--- config.mk ---
export PLATFORM = sky130hd
export DESIGN_NAME = jump_inc_exec
export DESIGN_NICKNAME = d
export VERILOG_FILES = /design/src/inc/exec_pkg.sv /design/src/logic/jump_inc_exec.sv
export SDC_FILE = /design/constraint.sdc
export NUM_CORES = 1
export LEC_CHECK = 0
export BUFFER_PORTS_ARGS = -buffer_cell sky130_fd_sc_hd__buf_4
export CAP_MARGIN = 25
export CORE_MARGIN = 2
export CORE_UTILIZATION = 25
export DETAILED_ROUTE_END_ITERATION = 12
export GPL_ROUTABILITY_DRIVEN = 0
export SLEW_MARGIN = 20
export SYNTH_ARGS = -nofsm -noshare
export SYNTH_HDL_FRONTEND = slang
export SYNTH_SLANG_ARGS = --single-unit
--- constraint.sdc ---
create_clock -name core_clk -period 1.3 [get_ports core_clk]
set_input_delay 0.26 -clock core_clk [delete_from_list [all_inputs] [get_ports core_clk]]
set_output_delay 0.26 -clock core_clk [all_outputs]
set_load 0.02 [all_outputs]
--- src/inc/exec_pkg.sv ---
// constants for the jump and increment execute block
// Contract
// - a jump instruction whose top three bits are 101 loads its 9-bit immediate into pc bits 8:0.
// - the same jump fills pc bits 10:9 from status bits 6:5.
// - the jump is always taken and takes two cycles because the fetched instruction is flushed.
// - add_one_to_file (0010 10df ffff) adds one to the file register and writes w when d is 0.
// - for both increments a d of 1 writes the sum back to the same file register, w untouched; file_we comes a cycle later, with the next slot's file_addr.
// - add_one_skip_on_zero (0011 11df ffff) increments, writes its destination and tests for zero.
// - a zero result of add_one_skip_on_zero flushes the fetched instruction, taking two cycles.
package exec_pkg;
	localparam logic [2:0]  JUMP_OP     = 3'h5;
	localparam logic [5:0]  INC_OP      = 6'h0a;
	localparam logic [5:0]  INCSKIP_OP  = 6'h0f;
	localparam int          JUMP_TOP    = 11;
	localparam int          JUMP_BOT    = 9;
	localparam int          OP6_TOP     = 11;
	localparam int          OP6_BOT     = 6;
	localparam int          DEST_BIT    = 5;
	localparam int          STAT_PG_HI  = 6;
	localparam int          STAT_PG_LO  = 5;
	localparam int          STAT_ZERO   = 2;
	localparam logic [7:0]  ONE         = 8'h01;
	localparam logic [7:0]  ZERO_BYTE   = 8'h00;
	localparam logic [7:0]  W_RESET     = 8'h00;
	localparam logic [10:0] PC_RESET    = 11'h000;
	localparam logic [1:0]  COUNT_RESET = 2'h0;
	localparam logic [1:0]  CYC_ONE     = 2'h1;
	localparam logic [1:0]  CYC_TWO     = 2'h2;
endpackage

--- src/logic/jump_inc_exec.sv ---
// execute stage for the jump, add_one_to_file and add_one_skip_on_zero instructions
module jump_inc_exec (
	input  wire logic        core_clk,
	input  wire logic        rstn,
	input  wire logic        instr_valid,
	input  wire logic [11:0] instr_word,
	input  wire logic [7:0]  file_rdata,
	input  wire logic [7:0]  status_in,
	output logic      [4:0]  file_addr,
	output logic             file_we,
	output logic      [7:0]  file_wdata,
	output logic      [7:0]  w_reg,
	output logic             status_we,
	output logic      [7:0]  status_wdata,
	output logic             pc_load,
	output logic      [10:0] pc_target,
	output logic             flush,
	output logic             busy
);
	logic       rst_meta_reg;
	logic       rst_sync_reg;
	logic       is_jump;
	logic       is_inc;
	logic       is_skip;
	logic       dest_file;
	logic [7:0] sum;
	logic       sum_zero;
	logic [1:0] cyc_reg;

	// reset release through two flops; async assert
	always_ff @(posedge core_clk or negedge rstn) begin
		if (!rstn) begin
			rst_meta_reg <= 1'b0;
			rst_sync_reg <= 1'b0;
		end else begin
			rst_meta_reg <= 1'b1;
			rst_sync_reg <= rst_meta_reg;
		end
	end

	// decode; a flushed slot (busy) is executed as a no-op
	assign is_jump   = instr_valid && !busy &&
		(instr_word[exec_pkg::JUMP_TOP:exec_pkg::JUMP_BOT] == exec_pkg::JUMP_OP);
	assign is_inc    = instr_valid && !busy &&
		(instr_word[exec_pkg::OP6_TOP:exec_pkg::OP6_BOT] == exec_pkg::INC_OP);
	assign is_skip   = instr_valid && !busy &&
		(instr_word[exec_pkg::OP6_TOP:exec_pkg::OP6_BOT] == exec_pkg::INCSKIP_OP);
	assign dest_file = instr_word[exec_pkg::DEST_BIT];
	assign sum       = file_rdata + exec_pkg::ONE; // wraps 0xff to 0x00
	assign sum_zero  = (sum == exec_pkg::ZERO_BYTE);

	// file address is combinational from the instruction, the read is asynchronous;
	// it is the one output not taken from a flop, since a registered address would
	// hand back the word of the previous slot
	assign file_addr = instr_word[4:0];

	// file write back
	always_ff @(posedge core_clk or negedge rst_sync_reg) begin
		if (!rst_sync_reg) begin
			file_we    <= 1'b0;
			file_wdata <= exec_pkg::ZERO_BYTE;
		end else begin
			file_we    <= (is_inc || is_skip) && dest_file;
			file_wdata <= sum;
		end
	end

	// working register
	always_ff @(posedge core_clk or negedge rst_sync_reg) begin
		if (!rst_sync_reg) begin
			w_reg <= exec_pkg::W_RESET;
		end else if ((is_inc || is_skip) && !dest_file) begin
			w_reg <= sum;
		end
	end

	// zero flag, only the plain increment touches status
	always_ff @(posedge core_clk or negedge rst_sync_reg) begin
		if (!rst_sync_reg) begin
			status_we    <= 1'b0;
			status_wdata <= exec_pkg::ZERO_BYTE;
		end else begin
			status_we    <= is_inc;
			status_wdata <= status_in;
			status_wdata[exec_pkg::STAT_ZERO] <= sum_zero;
		end
	end

	// program counter load for the jump, unconditional
	always_ff @(posedge core_clk or negedge rst_sync_reg) begin
		if (!rst_sync_reg) begin
			pc_load   <= 1'b0;
			pc_target <= exec_pkg::PC_RESET;
		end else begin
			pc_load   <= is_jump;
			pc_target <= {status_in[exec_pkg::STAT_PG_HI:exec_pkg::STAT_PG_LO],
				instr_word[8:0]};
		end
	end

	// flush of the prefetched word: jump always, skip only on a zero sum
	always_ff @(posedge core_clk or negedge rst_sync_reg) begin
		if (!rst_sync_reg) begin
			flush   <= 1'b0;
			busy    <= 1'b0;
			cyc_reg <= exec_pkg::COUNT_RESET;
		end else begin
			flush   <= is_jump || (is_skip && sum_zero);
			busy    <= is_jump || (is_skip && sum_zero); // second cycle is a no-op
			cyc_reg <= (is_jump || (is_skip && sum_zero)) ? exec_pkg::CYC_TWO : exec_pkg::CYC_ONE;
		end
	end

	property p_jump_target;
		@(posedge core_clk) disable iff (!rst_sync_reg)
		is_jump |=> pc_load && (pc_target[8:0] == $past(instr_word[8:0]));
	endproperty
	a_jump_target: assert property (p_jump_target) else $error("jump low bits wrong");

	property p_jump_page;
		@(posedge core_clk) disable iff (!rst_sync_reg)
		is_jump |=> (pc_target[10:9] == $past(status_in[6:5]));
	endproperty
	a_jump_page: assert property (p_jump_page) else $error("jump page bits wrong");

	property p_jump_two;
		@(posedge core_clk) disable iff (!rst_sync_reg)
		is_jump |=> flush && busy ##1 !pc_load;
	endproperty
	a_jump_two: assert property (p_jump_two) else $error("jump not two cycles");

	property p_inc_w;
		@(posedge core_clk) disable iff (!rst_sync_reg)
		(is_inc && !dest_file) |=> (w_reg == $past(sum)) && !file_we;
	endproperty
	a_inc_w: assert property (p_inc_w) else $error("increment to w wrong");

	property p_inc_file;
		@(posedge core_clk) disable iff (!rst_sync_reg)
		((is_inc || is_skip) && dest_file) |=> file_we && $stable(w_reg);
	endproperty
	a_inc_file: assert property (p_inc_file) else $error("increment to file wrong");

	property p_skip_nz;
		@(posedge core_clk) disable iff (!rst_sync_reg)
		(is_skip && !sum_zero) |=> !flush;
	endproperty
	a_skip_nz: assert property (p_skip_nz) else $error("skip on nonzero");

	property p_skip_z;
		@(posedge core_clk) disable iff (!rst_sync_reg)
		(is_skip && sum_zero) |=> flush && (cyc_reg == exec_pkg::CYC_TWO);
	endproperty
	a_skip_z: assert property (p_skip_z) else $error("no skip on zero");

	property p_zflag;
		@(posedge core_clk) disable iff (!rst_sync_reg)
		is_inc |=> status_we && (status_wdata[2] == $past(sum_zero)) && !flush;
	endproperty
	a_zflag: assert property (p_zflag) else $error("zero flag wrong");

	property p_no_status;
		@(posedge core_clk) disable iff (!rst_sync_reg)
		(is_jump || is_skip) |=> !status_we;
	endproperty
	a_no_status: assert property (p_no_status) else $error("status touched");

	// further checks: the dropped slot, the data paths and the cycle counts;
	// each looks one edge after the slot is taken, when the flops show the answer

	property p_busy_noop;
		@(posedge core_clk) disable iff (!rst_sync_reg)
		busy |=> !file_we && !status_we && !pc_load && $stable(w_reg);
	endproperty
	a_busy_noop: assert property (p_busy_noop) else $error("dropped slot not a no-op");

	property p_file_data;
		@(posedge core_clk) disable iff (!rst_sync_reg)
		((is_inc || is_skip) && dest_file) |=> (file_wdata == $past(file_rdata) + exec_pkg::ONE);
	endproperty
	a_file_data: assert property (p_file_data) else $error("file write data wrong");

	property p_skip_w;
		@(posedge core_clk) disable iff (!rst_sync_reg)
		(is_skip && !dest_file) |=> (w_reg == $past(file_rdata) + exec_pkg::ONE) && !file_we;
	endproperty
	a_skip_w: assert property (p_skip_w) else $error("skip to w wrong");

	property p_zflag_rest;
		@(posedge core_clk) disable iff (!rst_sync_reg)
		is_inc |=> (status_wdata[7:3] == $past(status_in[7:3])) &&
			(status_wdata[1:0] == $past(status_in[1:0]));
	endproperty
	a_zflag_rest: assert property (p_zflag_rest) else $error("other status bits changed");

	property p_inc_one;
		@(posedge core_clk) disable iff (!rst_sync_reg)
		is_inc |=> !busy && (cyc_reg == exec_pkg::CYC_ONE);
	endproperty
	a_inc_one: assert property (p_inc_one) else $error("increment not one cycle");

	property p_skip_nz_one;
		@(posedge core_clk) disable iff (!rst_sync_reg)
		(is_skip && !sum_zero) |=> !busy && (cyc_reg == exec_pkg::CYC_ONE);
	endproperty
	a_skip_nz_one: assert property (p_skip_nz_one) else $error("nonzero skip not one cycle");

	property p_jump_cyc;
		@(posedge core_clk) disable iff (!rst_sync_reg)
		is_jump |=> (cyc_reg == exec_pkg::CYC_TWO) && !file_we;
	endproperty
	a_jump_cyc: assert property (p_jump_cyc) else $error("jump cycle count wrong");

	property p_inc_no_jump;
		@(posedge core_clk) disable iff (!rst_sync_reg)
		(is_inc || is_skip) |=> !pc_load;
	endproperty
	a_inc_no_jump: assert property (p_inc_no_jump) else $error("increment loaded the pc");

	property p_flush_pulse;
		@(posedge core_clk) disable iff (!rst_sync_reg)
		flush |=> !flush;
	endproperty
	a_flush_pulse: assert property (p_flush_pulse) else $error("flush longer than a cycle");
endmodule

=== Word level (Yosys, flattened, before mapping) ===
Cells that the tools add are included.

* Register bits after elaboration: 41
* Bits in latches: 0
* Bits in writable memories: 0
* Bits in read-only memories: 0
* Output and inout bits: 45
* Logic and storage cells: 26
* Memories kept: 0

* Add/subtract/negate cells: 1
* $mul: 0
* Divide/modulo/power cells: 0
* Magnitude comparators: 0
* Eq/ne operators: 3
* Shifts and indexed selects: 0
* Multiplexer cells: 0
* Bitwise operators: 0
* Reductions and logical operators: 12

{| class="wikitable"
|+ Operators by type and width
! operator !! count
|-
| equality test 6 x 4 -> 1 bit (second input constant) || 2
|-
| adder 8 x 1 -> 8 bit (second input constant) || 1
|-
| logical NOT 8 bit || 1
|-
| logical AND 1 bit || 7
|-
| equality test 3 bit (second input constant) || 1
|-
| logical NOT 1 bit || 2
|-
| logical OR 1 bit || 2
|}

=== Longest topological paths before layout ===
Gate-level depths: netlist (run 1).

* Word-level depth: 5
* Depth in mapped cells: 6
* Depth with buffers taken out: 6

=== Worst setup path before layout (run 1) ===
OpenSTA, ideal clock, no wires.

* Path type: flip-flop to flip-flop
* Start point: register busy
* End point: register w_reg[0]
* Library setup time: 0.125 ns
* Arrival: 1.607 ns
* Required time: 1.175 ns
* Setup slack: -0.431 ns
* Cell stages (with the launch flop): 5
* Buffers on the path: 0
* Period minus slack after synthesis: 1.731 ns
* Path through: dfrtp_1 > and4bb_2 > nand3b_4 > nor3b_4 > mux2_2

* Cells in the longest elaborated chain, start to end: 5

{| class="wikitable"
|+ Ends and longest elaborated chain
! item !! RTL line !! text
|-
| start: declaration || jump_inc_exec.sv:18 || <nowiki>output logic busy</nowiki>
|-
| start signal: assignment || jump_inc_exec.sv:109 || <nowiki>busy <= is_jump || (is_skip && sum_zero);</nowiki>
|-
| logical NOT 1 bit (*) || jump_inc_exec.sv:44, jump_inc_exec.sv:46 ||
|-
| logical AND 1 bit (*) || jump_inc_exec.sv:44, jump_inc_exec.sv:46 ||
|-
| logical AND 1 bit, on equally long branches || jump_inc_exec.sv:44, jump_inc_exec.sv:46 ||
|-
| logical OR 1 bit (*) || jump_inc_exec.sv:72 || <nowiki>end else if ((is_inc || is_skip) && !dest_file) begin</nowiki>
|-
| logical AND 1 bit (*) || jump_inc_exec.sv:72 ||
|-
| end signal: assignment || jump_inc_exec.sv:71 || <nowiki>w_reg <= exec_pkg::W_RESET;</nowiki>
|-
| end signal: assignment || jump_inc_exec.sv:73 || <nowiki>w_reg <= sum;</nowiki>
|-
| end: declaration || jump_inc_exec.sv:12 || <nowiki>output logic [7:0] w_reg,</nowiki>
|}

Mark *: on every way between the ends. The rest lies on a longest branch, timed or not.
A chain may end at the register's enable or synchronous reset.

=== Worst setup path after layout (run 1) ===
* Start point: register busy
* End point: register w_reg[3]

Same word-level chain as after synthesis.

==> flow_summary.toml, run 1 <==
[grt]
grt_max_degree = 28
use_met2_pct = 18.6
antenna_found_initial = 0
grtUsageTotal_pct = 11.0
top_usage_layer = "met2"
grt_pass1_vias = 1088
grt_util_met1_pct = 11.7
grt_pass1_wl_microns = 5110
grt_util_met3_pct = 5.11
gr-total-overflow = 0

[critical_path]
r2r_slack_ps = -310
cp_cell_sequence = "and4bb_2 > nand3b_4 > nor3b_4 > buf_6 > mux2_2"
r2r-end = "w_reg[3]"
crit_family = "simple AND/OR/NAND/NOR gates"
worstSetupPathType = "flip-flop to flip-flop"
critPathLaunchType = "flip-flop"
cpMaxStageDelayCell = "dfrtp_2"
r2r_cells = 5
endpoint = "w_reg[3]"
crit_start = "busy"
timing.critical_path.buf_inv = 1
cp.arrival_ps = 1770
crit_required_ps = 1470
r2r_start = "busy"
cpPeakStageDelay_ps = 400
crit_path_max_fanout = 7
crit_path_end_kind = "flip-flop"
path_depth = 5

[finish]
final_cell_mix = "buf_4, dfrtp_1, nor2_1"
mostFrequentLayoutCell = "buf_4"
drive_gt1_share_pct = 59.3
antennaDiodeCount = 0
fin_util_pct = 42.3
fillers = 527
fin_cells = 266
largest_register_ff_count = 9
area_delta_synth_final_pct = 64.1
top_register = "pc_target"
design_area_sq_um = 2310
nets = 226

[yosys]
syn_avg_cell_area_sq_um = 14.4
synth_edf_count = 0
ys_seq_area_share_pct = 69.2
yosysWarnings = 0
ys_ff_latch = 39
synth_flop_cell = "dfrtp_1"
syn_inst = 98
syn-num-nets = 131
synthArstFlopShare_pct = 100
synth_cell_types = 25
synth.cell_area_sq_um = 1410

[power]
power_mw = 3.06
power_density_nw_per_um2 = 1320
peakVddDrop_v = 0.000461
power.leakage_nw = 1.19

[hold_path]
worstHoldStart = "status_in[1]"
holdCritPathClass = "input port to flip-flop"

[timing]
fmax_mhz = 622
setup_violations = 10
fin_crit_sh_pct = 124
clock_skew_ps = 6.26
hold_ws_ps = 77.4
setup_slack_ps = -308
period_minus_slack_ps = 1610
rsz0062_at_grt = "true"
tns_ps = -2360
slew_violations = 0
hold_viol = 0

[drt]
antenna_left = 0
vias_per_cell = 3.95
drt_iter0_drc = 4
vias = 1050
dr.pass1.iters = 2
routed_wl_microns = 3350
drcViolationCount = 0
wl_per_cell_microns = 12.6

[clock_network]
root_buffer = "clkbuf_8"
clk_pin_slew_worst_paths_ps = 70
cts-htree-levels = 2
worstSkewPairLatency_ps = 280
cts_buffers = 5
cts.sink_count = 39
tritoncts = "yes"
clk_path_buf_depth = 2

[floorplanning]
start_util_pct = 25.8
core_sq_um = 5470
num_io_pins = 76
die_h_microns = 79.1
die_w_microns = 79.1
row_count = 27
dieArea_sq_um = 6260

[placed_design]
io_buffers = 74
pre_cts_ws_ps = -329
dp_hpwl_microns = 2610
post_dp_cell_area_sq_um = 2150
post-place-cells = 256

[run]
cap_viol_max_count = 0

[outcome]
violations = "negative setup slack"
outcome = "finished, violations left"
## final cells by class
type                       instances  area, sq um  share of cell area (%)
clock inverter                     2         60.1                    2.60
sequential                        39          977                    42.2
multi-input combinational         47          368                    15.9
tap                               72         90.1                    3.89
clock buffer                       6         72.6                    3.14
timing repair buffer              96          731                    31.6
inverter                           4         15.0                   0.649
## logic make-up after synthesis
logic type	after synthesis	share of synthesized area [%]
multiplexers	6	4.79
XOR/XNOR	8	4.97
other	1	0.266
buffers and inverters	12	5.32
flip-flops	39	69.2
adder cells (fa/ha/maj)	2	1.77
AND/OR/NAND/NOR	24	11.0
AO/OA/AOI/OAI	6	2.66
## worst min-delay path by stage
stage | to | slack (ps) | cells after the start
after floorplan | rst_meta_reg | -40 | 0
after global placement | rst_sync_reg | 40 | 1
after detailed placement | rst_sync_reg | 40 | 1
after CTS | status_wdata[1] | 70 | 1
after global routing | status_wdata[1] | 60 | 1
final | status_wdata[1] | 80 | 1
## cell usage after synthesis, drive strengths merged (2+ instances only)
cell | count | area (sq um)
a21oi | 3 | 15.0
nor2 | 6 | 22.5
xnor2 | 5 | 43.8
xor2 | 3 | 26.3
nand3 | 3 | 15.0
and2 | 2 | 13.8
nor3b | 2 | 26.3
and3 | 2 | 12.5
ha | 2 | 25.0
nand2 | 4 | 15.0
inv | 4 | 15.0
buf | 8 | 60.1
mux2 | 6 | 67.6
dfrtp | 39 | 976
## per-layer routing
metal / vias up / part of all wire, %
li1: 502 / -
met1: 481 / 38
met2: 62 / 48
met3: 5 / 13
met4: 0 / 1.8
met5: - / 0
## power by group
part / internal [mW] / switching (mW)
clock: 0.767 / 0.398
combinational: 0.274 / 0.276
sequential: 1.30 / 0.0402
total: 2.34 / 0.714
## what timing repair did
item,in CTS,in global routing
setup buffers,0,1
endpoints found under the setup margin,9,10
gates cloned,0,0
pin swaps,0,1
hold buffers,1,0
gates resized for setup,2,3
hold endpoints to repair,2,0
No activity file was read; power rests on OpenSTA's default activity.
==> run 2: changes to the inputs <==
--- a/config.mk
+++ b/config.mk
@@ -7,6 +7,7 @@
 export LEC_CHECK = 0
 export BUFFER_PORTS_ARGS = -buffer_cell sky130_fd_sc_hd__buf_4
 export CAP_MARGIN = 25
+export CORE_ASPECT_RATIO = 1.2
 export CORE_MARGIN = 2
 export CORE_UTILIZATION = 25
 export DETAILED_ROUTE_END_ITERATION = 12
==> run 2 against run 1 <==
Net effect: the flow still finishes with violations (negative setup slack); cell count down 3.8%; routed wire length fell by 7.0%; count of clock-buffer cells in the layout did not move; via count increased by 0.19%.
==> flow_summary.toml, run 2 (synthesis results as in run 1) <==
[power]
clkPwrFrac_pct = 29.4
power_frac_comb_pct = 20.3
power.leakage_nw = 1.18
peakVddDrop_v = 0.000473
p_int_mw = 2.00
power_density_nw_per_um2 = 1180
p_sw_share_pct = 25.7
power_switching_mw = 0.690
p_seq_share_pct = 50.3

[finish]
final_cell_mix = "buf_4, dfrtp_1, nor2_1, clkbuf_8"
area_delta_synth_final_pct = 62.1
largest_register_ff_count = 9
drive_gt1_share_pct = 60.3
top_register = "pc_target"
mostFrequentLayoutCell = "buf_4"
antennaDiodeCount = 0
nets = 227
fin_cells = 256

[hold_path]
worstHoldStart = "status_in[4]"
whs_endpoint = "status_wdata[4]"
hold_path_depth = 1
holdCritPathClass = "input port to flip-flop"

[timing]
clock_skew_ps = 5.56
hold_viol = 0
fin_crit_sh_pct = 124
period_minus_slack_ps = 1610
hold_ws_ps = 81.9
rsz0062_at_grt = "true"
slew_violations = 0
fmax_mhz = 620
setup_violations = 10
setup_slack_ps = -313

[clock_network]
cts_buffers = 5
worstSkewPairLatency_ps = 280
cts.sink_count = 39
root_buffer = "clkbuf_8"
clk_pin_slew_worst_paths_ps = 70
cts-htree-levels = 2
tritoncts = "yes"
clk_path_buf_depth = 2

[critical_path]
r2r-end = "w_reg[3]"
crit_path_end_kind = "flip-flop"
crit_required_ps = 1470
crit_path_max_fanout = 8
critPathLaunchType = "flip-flop"
crit_start = "busy"
r2r_start = "busy"
r2r_cells = 5
cp.arrival_ps = 1780
worstSetupPathType = "flip-flop to flip-flop"
r2r_slack_ps = -310

[run]
cap_viol_max_count = 0

[drt]
antenna_left = 0
vias_per_cell = 4.11
wl_per_cell_microns = 12.2
vias = 1052
dr.pass1.iters = 4
drcViolationCount = 0
drt_iter0_drc = 39
routed_wl_microns = 3110

[floorplanning]
row_count = 29
die_w_microns = 72.6
num_io_pins = 76
core_sq_um = 5370
dieArea_sq_um = 6260
start_util_pct = 26.3
die_h_microns = 86.3

[grt]
grt_pass1_wl_microns = 4930
gr-total-overflow = 0
grt_pass1_vias = 1083
grtUsageTotal_pct = 10.6
grt_max_degree = 21
antenna_found_initial = 0

[placed_design]
dp_hpwl_microns = 2470
post-place-cells = 245
pre_cts_ws_ps = -323
io_buffers = 74

[outcome]
outcome = "finished, violations left"
violations = "negative setup slack"
[run 2: cell types whose count changed in the layout (fill, tap and decap cells not counted), sizes merged]
cell    previous run  this run
bufinv             2         0
clkinv             0         1
buf               95        96
[run 2: layout make-up]
cell class | instances | area (sq um)
Timing Repair Buffer | 97 | 756
Clock inverter | 1 | 5.00
Sequential cell | 39 | 977
Clock buffer | 6 | 82.6
Fill cell | 522 | 3080
Tap cell | 62 | 77.6
Multi-Input combinational cell | 47 | 373
Inverter | 4 | 15.0
[run 2: how the worst max path moves through the flow]
stage                    end  slack [ps]  cells after the start
finish              w_reg[3]        -310                      5
CTS                 w_reg[0]        -330                      5
detailed placement  w_reg[2]        -320                      5
floorplan           w_reg[0]        -410                      4
global route        w_reg[5]        -370                      5
global placement    w_reg[3]        -300                      5
[run 2: power by group through the flow]
stage	combinational, mW	sequential [mW]	clock, mW
after floorplan	0.118	1.49	0
after global routing	0.591	1.36	0.874
final	0.545	1.35	0.791
after CTS	0.554	1.35	0.825
after detailed placement	0.547	1.37	0
after global placement	0.543	1.37	0
[run 2: metrics by stage]
step | TNS, ps | power, mW | util [%] | instance area, sq um
floorplan | -2820 | 1.61 | - | 1410
global placement | -2300 | 1.92 | 40.1 | 2150
detailed placement | -2390 | 1.92 | 40.1 | 2150
CTS | -2200 | 2.73 | 42.0 | 2250
global route | -3070 | 2.83 | 42.6 | 2290
finish | -2360 | 2.69 | 42.6 | 2290
[run 2: worst max-delay path: stages (launching register included)]
cell	delay [ps]
dfrtp_2	400
and4bb_2	320
nand3b_4	90
nor3b_4	220
buf_12	150
mux2_2	320
[run 2: timing repair]
action / in CTS / in global routing
pin swaps: 2 / 2
endpoints found under the hold margin: 2 / 0
hold buffers: 1 / 0
resized for setup: 2 / 2
buffers inserted: 0 / 3
endpoints found under the setup margin: 9 / 10
[run 2: layer usage]
layer | global-route usage (%) | up-vias | wire [microns]
li1 | - | 502 | -
met5 | 0 | - | 0
met3 | 4.19 | 5 | 328
met2 | 18.2 | 59 | 1570
met4 | 6.06 | 0 | 73
met1 | 10.8 | 486 | 1140
==> run 3: changes to the inputs <==
--- a/config.mk
+++ b/config.mk
@@ -16,3 +16,4 @@
 export SYNTH_ARGS = -nofsm -noshare
 export SYNTH_HDL_FRONTEND = slang
 export SYNTH_SLANG_ARGS = --single-unit
+export TNS_END_PERCENT = 5
==> run 3 against run 2 <==
Net effect: the run still ends with negative setup slack left; cell count grew 0.39%; clock skew shrank 2.6 ps; critical endpoint is now w_reg[2]; non-clock buffer count is the same; worst hold slack gained 1.7 ps; routed wire length shrank 0.77%; sequential cell count is the same.
==> flow_summary.toml, run 3 (synthesis results as in run 1) <==
[outcome]
outcome = "finished, violations left"
violations = "negative setup slack"

[drt]
drcViolationCount = 0
antenna_left = 0
wl_per_cell_microns = 12.0
vias_per_cell = 4.12
dr.pass1.iters = 4
vias = 1058
drt_iter0_drc = 26
routed_wl_microns = 3090

[clock_network]
cts_buffers = 5
worstSkewPairLatency_ps = 280
root_buffer = "clkbuf_8"
clk_path_buf_depth = 2
tritoncts = "yes"
cts.sink_count = 39
cts-htree-levels = 2
clk_pin_slew_worst_paths_ps = 70

[timing]
setup_slack_ps = -316
slew_violations = 0
rsz0062_at_grt = "true"
fin_crit_sh_pct = 124
clock_skew_ps = 2.95
setup_violations = 9
period_minus_slack_ps = 1620
hold_viol = 0
fmax_mhz = 619

[finish]
fin_cells = 257
mostFrequentLayoutCell = "buf_4"
fin_util_pct = 43.5
antennaDiodeCount = 0
nets = 227
fillers = 509
area_delta_synth_final_pct = 65.7
final_cell_mix = "buf_4, dfrtp_1, nor2_1, mux2_4"
top_register = "pc_target"
largest_register_ff_count = 9
drive_gt1_share_pct = 57.9

[critical_path]
cp_cell_sequence = "and4bb_2 > nand3b_4 > nor3b_4 > buf_12 > mux2_4"
cpMaxStageDelayCell = "dfrtp_1"
worstSetupPathType = "flip-flop to flip-flop"
cp.arrival_ps = 1780
cpPeakStageDelay_ps = 370
critPathLaunchType = "flip-flop"
crit_path_max_fanout = 8
crit_required_ps = 1470
crit_path_end_kind = "flip-flop"

[grt]
grtUsageTotal_pct = 10.1
grt_pass1_wl_microns = 4820
antenna_found_initial = 0
grt_pass1_vias = 1048
gr-total-overflow = 0
grt_max_degree = 25

[floorplanning]
die_h_microns = 86.3
start_util_pct = 26.3
dieArea_sq_um = 6260
num_io_pins = 76
core_sq_um = 5370
row_count = 29
die_w_microns = 72.6

[run]
cap_viol_max_count = 0

[placed_design]
dp_hpwl_microns = 2450
post-place-cells = 245
io_buffers = 74

[power]
peakVddDrop_v = 0.000481
power.leakage_nw = 1.21
power_density_nw_per_um2 = 1310

[hold_path]
holdCritPathClass = "input port to flip-flop"
run 3: layout make-up:
cell class | count | area, sq um | share of cell area [%]
timing repair buffer | 97 | 754 | 32.3
clock buffer | 6 | 72.6 | 3.10
multi-input combinational | 47 | 382 | 16.3
tap | 62 | 77.6 | 3.32
clock inverter | 2 | 60.1 | 2.57
sequential | 39 | 976 | 41.8
inverter | 4 | 15.0 | 0.642
run 3: final timing paths:
kind	slack, ps	startpoint	end	cells past startpoint
worst max register to register	-320	busy	w_reg[2]	5
worst max-delay path	-320	busy	w_reg[2]	5
worst min-delay path	80	status_in[5]	status_wdata[5]	1
max in group asynchronous	810	rst_sync_reg	w_reg[7]	1
min in group asynchronous	200	rst_sync_reg	pc_target[0]	1
worst min register to register	200	rst_sync_reg	pc_target[0]	1
run 3: repair_timing:
action | in CTS | in global routing
buffers inserted | 0 | 3
resized for setup | 2 | 7
setup endpoints to repair | 9 | 9
hold endpoints to repair | 2 | 0
hold buffers | 1 | 0
pin swaps | 0 | 3
run 3: worst max-delay path: cells and delay by family, from the launching register on:
kind / cells / cell delay, ps
buffers and inverters: 1 / 160
multiplexers: 1 / 300
flip-flops: 1 / 370
AND/OR/NAND/NOR: 3 / 670
run 3: routing by layer:
metal  track usage (%)  share of wire, %  up-vias
met1              10.3                37      496
met2              17.9                51       55
met3              4.19                12        2
met4              4.04              0.78        0
met5                 0                 0        -
li1                  -                 -      505
run 3: through the flow:
step / total power [mW] / setup TNS (ps) / area [sq um] / setup WS (ps) / hold slack [ps]
3_3_place_gp: 1.91 / -2200 / 2140 / -297 / 42.2
6_report: 3.07 / -2350 / 2340 / -316 / 83.6
5_1_grt: 3.20 / -2810 / 2340 / -359 / 64.7
4_1_cts: 3.10 / -2080 / 2290 / -321 / 69.8
2_1_floorplan: 1.61 / -2960 / 1410 / -431 / -35.6
3_5_place_dp: 1.91 / -2490 / 2140 / -333 / 45.2
run 3: power by group:
group | internal [mW] | switching [mW] | total (mW)
Combinational | 0.289 | 0.275 | 0.564
Sequential | 1.30 | 0.0372 | 1.34
Clock | 0.767 | 0.394 | 1.16
